--- src/sar_pkg.sv ---
// Package: timing, states and codes of the conversion sequencer
package sar_pkg;
	localparam int RES_BITS       = 16;
	localparam int CLK_SYS_MHZ    = 25;
	localparam int APERTURE_NS    = 40;
	localparam int APERTURE_CYC   = (APERTURE_NS * CLK_SYS_MHZ + 999) / 1000 < 1 ? 1 :
		(APERTURE_NS * CLK_SYS_MHZ + 999) / 1000;
	localparam int SWITCH_NS      = 40;
	localparam int SWITCH_CYC     = (SWITCH_NS * CLK_SYS_MHZ + 999) / 1000 < 1 ? 1 :
		(SWITCH_NS * CLK_SYS_MHZ + 999) / 1000;
	localparam int THROUGHPUT_NS  = 1000;
	localparam int CYCLE_CYC      = (THROUGHPUT_NS * CLK_SYS_MHZ) / 1000;
	localparam int WAKE_CYC       = 1;
	localparam logic [15:0] CODE_ZERO = 16'h0000;
	localparam logic [15:0] CODE_MID  = 16'h8000;
	localparam logic [15:0] CODE_FULL = 16'hFFFF;
	localparam int CNT_W          = 8;

	typedef enum logic [2:0] {
		ST_SLEEP    = 3'b000,
		ST_WAKE     = 3'b001,
		ST_ACQ      = 3'b010,
		ST_APERTURE = 3'b011,
		ST_GND_OPEN = 3'b100,
		ST_ARRAY    = 3'b101,
		ST_SAR      = 3'b110,
		ST_DONE     = 3'b111
	} seq_state_t;
endpackage

--- src/sar_register.sv ---
// Successive-approximation trial register, one bit decided per step
`timescale 1ns/100ps
module sar_register #(
	parameter int WIDTH = 16
) (
	input  wire logic             clk_sys,   // System clock
	input  wire logic             resetn,    // Async reset, active low
	input  wire logic             start,     // Load MSB trial
	input  wire logic             step,      // Apply one comparator decision
	input  wire logic             comp_keep, // Comparator says keep trial bit
	output logic [WIDTH-1:0]      trial,     // Current DAC setting
	output logic                  last       // Final bit being decided
);
	logic [WIDTH-1:0] mask_reg;
	logic [WIDTH-1:0] trial_reg;

	assign trial = trial_reg;
	assign last  = mask_reg[0];

	always_ff @(posedge clk_sys or negedge resetn) begin
		if (!resetn) begin
			mask_reg <= '0;
		end else if (start) begin
			mask_reg <= {1'b1, {(WIDTH-1){1'b0}}};
		end else if (step) begin
			mask_reg <= mask_reg >> 1;
		end
	end

	// Per-bit decision: drop a rejected trial, set the next weight
	genvar i;
	generate
		for (i = 0; i < WIDTH; i++) begin : g_bit
			always_ff @(posedge clk_sys or negedge resetn) begin
				if (!resetn) begin
					trial_reg[i] <= 1'b0;
				end else if (start) begin
					trial_reg[i] <= (i == WIDTH - 1);
				end else if (step) begin
					if (mask_reg[i] && !comp_keep) begin
						trial_reg[i] <= 1'b0;
					end else if (i < WIDTH - 1 && mask_reg[(i + 1) % WIDTH]) begin
						trial_reg[i] <= 1'b1;
					end
				end else begin
					trial_reg[i] <= 1'b0; // Idle DAC rests at zero
				end
			end
		end
	endgenerate
endmodule

--- src/sar_conversion_sequencer.sv ---
// Conversion sequencer of a 16-bit charge-redistribution converter
`timescale 1ns/100ps
// Summary of operation
// - After acquisition, convert strobe rising edge starts the conversion phase.
// - Open comparator ground switches first, then ground both capacitor arrays.
// - Resolve 16 binary-weighted elements, MSB first, down to one LSB.
// - On completion return to acquisition, form the code, drop busy indication.
// - Steps timed by internal clock, never by serial clock.
// - Output is 16-bit straight binary: 0000, 8000 midscale, FFFF.
// - Overrange input saturates to all ones, never wraps.
// - Underrange input saturates to all zeros, never wraps.
// - Result belongs to the sample of the same strobe, no latency.
// - Powered down between conversions, waking only for the next one.
// - Conversion plus acquisition fits one million conversions per second.
// - Input is held a fixed aperture delay after the strobe edge.
module sar_conversion_sequencer #(
	parameter int WIDTH = sar_pkg::RES_BITS
) (
	input  wire logic             clk_sys,                      // 25 MHz system clock
	input  wire logic             resetn,                       // Async reset, active low
	input  wire logic             convert_strobe,               // Conversion start strobe
	input  wire logic             serial_data_in,               // Mode select level
	input  wire logic             comparator_out,               // High: input above DAC
	input  wire logic             over_range,                   // Input above full scale
	input  wire logic             under_range,                  // Input below ground
	output logic                  positive_array_ground_switch, // Closed when high
	output logic                  negative_array_ground_switch, // Closed when high
	output logic                  array_to_input,               // Arrays track inputs
	output logic                  track_hold,                   // High: input held
	output logic [WIDTH-1:0]      dac_code,                     // Capacitor switch setting
	output logic                  power_up,                     // Analog core powered
	output logic                  conv_busy,                    // Conversion in progress
	output logic                  conv_done,                    // One-cycle completion pulse
	output logic [WIDTH-1:0]      result_code,                  // Held output code
	output logic                  chain_mode                    // Latched interface mode
);
	import sar_pkg::*;

	seq_state_t       state_reg;
	seq_state_t       state_next;
	logic [CNT_W-1:0] cnt_reg;
	logic             strobe_d_reg;
	logic             strobe_rise;
	logic             sar_start;
	logic             sar_step;
	logic             sar_last;
	logic             ovr_reg;
	logic             udr_reg;

	localparam logic [CNT_W-1:0] APER_LAST = CNT_W'(APERTURE_CYC - 1);
	localparam logic [CNT_W-1:0] SW_LAST   = CNT_W'(SWITCH_CYC - 1);

	assign strobe_rise = convert_strobe && !strobe_d_reg;
	assign sar_start   = (state_reg == ST_ARRAY) && (cnt_reg == SW_LAST);
	assign sar_step    = (state_reg == ST_SAR);

	always_ff @(posedge clk_sys or negedge resetn) begin
		if (!resetn) begin
			strobe_d_reg <= 1'b0;
		end else begin
			strobe_d_reg <= convert_strobe;
		end
	end

	// Sequencing runs from clk_sys only; serial clock never enters here
	always_comb begin
		state_next = state_reg;
		case (state_reg)
			ST_SLEEP:    if (strobe_rise) state_next = ST_APERTURE;
			ST_WAKE:     state_next = ST_ACQ;
			ST_ACQ:      if (strobe_rise) state_next = ST_APERTURE;
			ST_APERTURE: if (cnt_reg == APER_LAST) state_next = ST_GND_OPEN;
			ST_GND_OPEN: if (cnt_reg == SW_LAST) state_next = ST_ARRAY;
			ST_ARRAY:    if (cnt_reg == SW_LAST) state_next = ST_SAR;
			ST_SAR:      if (sar_last) state_next = ST_DONE;
			ST_DONE:     state_next = ST_SLEEP;
			default:     state_next = ST_SLEEP;
		endcase
	end

	// Strobe edges inside a conversion are ignored by the case above
	always_ff @(posedge clk_sys or negedge resetn) begin
		if (!resetn) begin
			state_reg <= ST_SLEEP;
		end else begin
			state_reg <= state_next;
		end
	end

	always_ff @(posedge clk_sys or negedge resetn) begin
		if (!resetn) begin
			cnt_reg <= '0;
		end else if (state_next != state_reg) begin
			cnt_reg <= '0;
		end else begin
			cnt_reg <= cnt_reg + CNT_W'(1);
		end
	end

	sar_register #(
		.WIDTH(WIDTH)
	) u_sar (
		.clk_sys  (clk_sys),
		.resetn   (resetn),
		.start    (sar_start),
		.step     (sar_step),
		.comp_keep(comparator_out),
		.trial    (dac_code), // Straight from the trial flops, no lag to the comparator
		.last     (sar_last)
	);

	// Range flags caught at hold time so they match this sample
	always_ff @(posedge clk_sys or negedge resetn) begin
		if (!resetn) begin
			ovr_reg <= 1'b0;
			udr_reg <= 1'b0;
		end else if (state_reg == ST_APERTURE && cnt_reg == APER_LAST) begin
			ovr_reg <= over_range;
			udr_reg <= under_range;
		end
	end

	always_ff @(posedge clk_sys or negedge resetn) begin
		if (!resetn) begin
			chain_mode <= 1'b0;
		end else if (strobe_rise && (state_reg == ST_ACQ || state_reg == ST_SLEEP)) begin
			chain_mode <= !serial_data_in;
		end
	end

	// Final bit folded in here; saturation beats the search result
	always_ff @(posedge clk_sys or negedge resetn) begin
		if (!resetn) begin
			result_code <= CODE_ZERO;
		end else if (state_reg == ST_SAR && sar_last) begin
			if (ovr_reg) begin
				result_code <= CODE_FULL;
			end else if (udr_reg) begin
				result_code <= CODE_ZERO;
			end else begin
				result_code <= {dac_code[WIDTH-1:1], comparator_out};
			end
		end
	end // Held until next completion

	always_ff @(posedge clk_sys or negedge resetn) begin
		if (!resetn) begin
			positive_array_ground_switch <= 1'b0;
			negative_array_ground_switch <= 1'b0;
			array_to_input               <= 1'b0;
			track_hold                   <= 1'b0;
			power_up                     <= 1'b0;
			conv_busy                    <= 1'b0;
			conv_done                    <= 1'b0;
		end else begin
			positive_array_ground_switch <= (state_next == ST_ACQ || state_next == ST_SLEEP ||
				state_next == ST_APERTURE || state_next == ST_DONE);
			negative_array_ground_switch <= (state_next == ST_ACQ || state_next == ST_SLEEP ||
				state_next == ST_APERTURE || state_next == ST_DONE);
			array_to_input               <= (state_next == ST_ACQ || state_next == ST_SLEEP ||
				state_next == ST_APERTURE || state_next == ST_GND_OPEN ||
				state_next == ST_DONE);
			track_hold                   <= (state_next == ST_GND_OPEN || state_next == ST_ARRAY ||
				state_next == ST_SAR);
			power_up                     <= (state_next != ST_SLEEP);
			conv_busy                    <= (state_next == ST_APERTURE || state_next == ST_GND_OPEN
				|| state_next == ST_ARRAY || state_next == ST_SAR);
			conv_done                    <= (state_next == ST_DONE);
		end
	end

	// Worst-case sample period in clk_sys cycles, for the rate check
	localparam int CONV_TOTAL = 1 + APERTURE_CYC + 2 * SWITCH_CYC + WIDTH + 2;
	int period_cnt;
	always_ff @(posedge clk_sys or negedge resetn) begin
		if (!resetn) begin
			period_cnt <= 0;
		end else if (state_reg == ST_APERTURE && cnt_reg == '0) begin
			period_cnt <= 1;
		end else if (conv_busy && period_cnt < 255) begin
			period_cnt <= period_cnt + 1;
		end
	end

	// Cycles spent in SAR, for the step count check
	int sar_cycles;
	always_ff @(posedge clk_sys or negedge resetn) begin
		if (!resetn) begin
			sar_cycles <= 0;
		end else if (state_reg == ST_SAR) begin
			sar_cycles <= sar_cycles + 1;
		end else begin
			sar_cycles <= 0;
		end
	end
endmodule

--- config.mk ---
export PLATFORM = sky130hd
export DESIGN_NAME = sar_conversion_sequencer
export DESIGN_NICKNAME = d
export VERILOG_FILES = /design/src/sar_pkg.sv /design/src/sar_register.sv /design/src/sar_conversion_sequencer.sv
export SDC_FILE = /design/constraint.sdc
export NUM_CORES = 1
export LEC_CHECK = 0
export BUFFER_PORTS_ARGS = -buffer_cell sky130_fd_sc_hd__buf_4
export CAP_MARGIN = 25
export CORE_MARGIN = 2
export CORE_UTILIZATION = 58
export DETAILED_ROUTE_END_ITERATION = 8
export PLACE_DENSITY = 0.86
export SYNTH_ARGS = -nofsm -noshare
export SYNTH_HDL_FRONTEND = slang
export SYNTH_SLANG_ARGS = --single-unit
--- constraint.sdc ---
create_clock -name clk_sys -period 3.65 [get_ports clk_sys]
set_input_delay 0.73 -clock clk_sys [delete_from_list [all_inputs] [get_ports clk_sys]]
set_output_delay 0.73 -clock clk_sys [all_outputs]
set_load 0.1 [all_outputs]
==> out/results.tsv <==
metric	value	unit
drt_iter0_markers	241	
nNetsFinal	345	
final_cell_mix	dfrtp_1, nand2_1, buf_4	
yosysWarnings	0	
grt_pass1_wl	9840	µm
fillers	355	
period_needed	2.61	ns
antenna_found_initial	0	
hold_viol_final	0	
fmax	383	MHz
cts_sinks	69	
hold_path_class	reg -> reg	
grt.overflow.total	0	
num_rows	25	
die_h	75.2	µm
core_area	4820	µm²
routed_wl	6060	µm
root_buffer	clkbuf_8	
ant_nets	0	
wire_per_inst	14.8	µm
status	finished clean	
firstDrtPassIters	7	
dp.cells	392	
cts_buffer_depth	2	
slew_violations	0	
post_cts_resized	0	
dp_hpwl	3820	µm
vias_per_cell	5.62	
final_cells	408	
worstPathMaxFanout	34	
antenna_cells	0	
max-slew-margin-rel	0.402	
arrival	2.79	ns
worstMarginPinSlew	0.895	ns
ys_seq_area_frac	0.587	
synthToLayoutAreaGrowth	17.4	%
drive_gt1_frac	0.208	
drv_cap	0	
synthCells	298	
dieArea	5650	µm²
globalplace.congestion	0.882	
final_common_cell	dfrtp_1	
cts_buffers	9	
ys_seq_elements	69	
die_w	75.2	µm
initial_core_util	0.610	
htree_levels	3	
via_count	2291	
setup_tns	0	ns
design_power_total	2430	µW
drc_errors	0	
syn_avg_cell_area	9.86	µm²
critPathRequiredTime	3.83	ns
grt_usage	0.233	
finalCritPeriodShare	0.716	
cts_tree	yes	
vdd_drop_max	0.456	mV
cp-end-kind	flop	
setup_viol	0	
critical_path_class	reg -> reg	
port_buffers	46	
cts_hold_buf	0	
post_cts_buffers	0	
syn-cell-area	2940	µm²
yosysUniqueCellTypes	39	
syn_nets	307	
clock_latency	0.34	ns
grt_max_degree	70	
path_clk_slew	0.07	ns
top_level_ports	47	
post-route-util	0.716	
rsz0062_at_grt	no	
grt_pass1_vias	2109	
p_leak	0.00162	µW
startpoint_type	flop	
powerDensity	704	nW/µm²
skew	0.00678	ns
==> layer usage <==
metal / global-route usage / share of wire
met4: 0.0877 / 0.018
met3: 0.0616 / 0.054
met1: 0.318 / 0.44
met2: 0.362 / 0.49
met5: 0 / 0
==> path summary, 6_finish.rpt <==
path / from / to / slack, ns / cells past startpoint
max in group asynchronous: resetn / result_code[15]$_DFFE_PN0P_ / 2.63 / 1
worst min register to register: result_code[3]$_DFFE_PN0P_ / result_code[3]$_DFFE_PN0P_ / 0.48 / 2
worst max-delay path: state_reg[2]$_DFF_PN0_ / result_code[0]$_DFFE_PN0P_ / 1.04 / 4
worst min-delay path: result_code[3]$_DFFE_PN0P_ / result_code[3]$_DFFE_PN0P_ / 0.48 / 2
worst max register to register: state_reg[2]$_DFF_PN0_ / result_code[0]$_DFFE_PN0P_ / 1.04 / 4
min in group asynchronous: resetn / cnt_reg[5]$_DFF_PN0_ / 0.49 / 1
==> critical path, cell delays in order, from the launching register on <==
cell     delay [ns]
dfrtp_1        0.72
and3b_1        0.62
nand2_1        0.68
nand2_1        0.30
o21ai_0        0.12
==> stage by stage <==
stage | hold slack [ns] | setup WS (ns) | instance area [µm²]
finish | 0.483 | 1.04 | 3450
global route | 0.513 | 0.692 | 3450
CTS | 0.488 | 1.08 | 3450
detailed placement | 0.473 | 1.14 | 3270
global placement | 0.464 | 1.25 | 3270
floorplan | 0.434 | 1.60 | 2940
==> logic make-up (layout without fill, tap and decap cells) <==
| group | count (synthesis) | after routing | share of synthesized area |
|---|---|---|---|
| AOI/OAI and AO/OA | 82 | 82 | 0.163 |
| xor gates and xnor gates | 7 | 7 | 0.0209 |
| adders and majority gates | 2 | 2 | 0.00851 |
| buffers and inverters | 41 | 84 | 0.0626 |
| DFF | 69 | 69 | 0.587 |
| muxes | 2 | 2 | 0.00766 |
| and+or+nand+nor | 95 | 95 | 0.150 |
==> cells in the mapped netlist (all sizes together) <==
cell / n / area share
a21o: 4 / 0.010
ha: 2 / 0.0085
inv: 21 / 0.027
o21a: 1 / 0.0026
a21oi: 33 / 0.056
nor2b: 2 / 0.0043
and3: 3 / 0.0064
nor3b: 3 / 0.0094
and3b: 1 / 0.0030
nand3: 6 / 0.010
a31oi: 2 / 0.0043
mux2: 2 / 0.0077
buf: 9 / 0.022
clkbuf: 11 / 0.014
nor4: 2 / 0.0094
xnor2: 2 / 0.0060
o311ai: 2 / 0.0060
nor3: 1 / 0.0055
o22ai: 15 / 0.032
and2: 1 / 0.0030
a21bo: 1 / 0.0034
nor2: 24 / 0.031
a31o: 1 / 0.0030
nand2: 51 / 0.066
o21ai: 19 / 0.034
a221oi: 1 / 0.0030
nand2b: 1 / 0.0021
a311oi: 1 / 0.0030
o211ai: 1 / 0.0026
o32a: 1 / 0.0034
dfrtp: 69 / 0.59
xor2: 5 / 0.015
==> cell type report <==
cell class,count,area (µm²),share of cell area
repair buffers,47,353,0.102
flip-flops and latches,69,1730,0.501
inverters,21,78.8,0.0229
clock inverters,3,20.0,0.00580
clock buffers,13,159,0.0461
multi-input cells,188,1030,0.298
well taps,67,83.8,0.0243
==> power by group <==
group | switching, µW | total (µW) | internal (µW)
clock | 272 | 555 | 283
combinational | 597 | 844 | 247
sequential | 154 | 1030 | 876
Note: power is estimated with default switching activity, not from simulation.
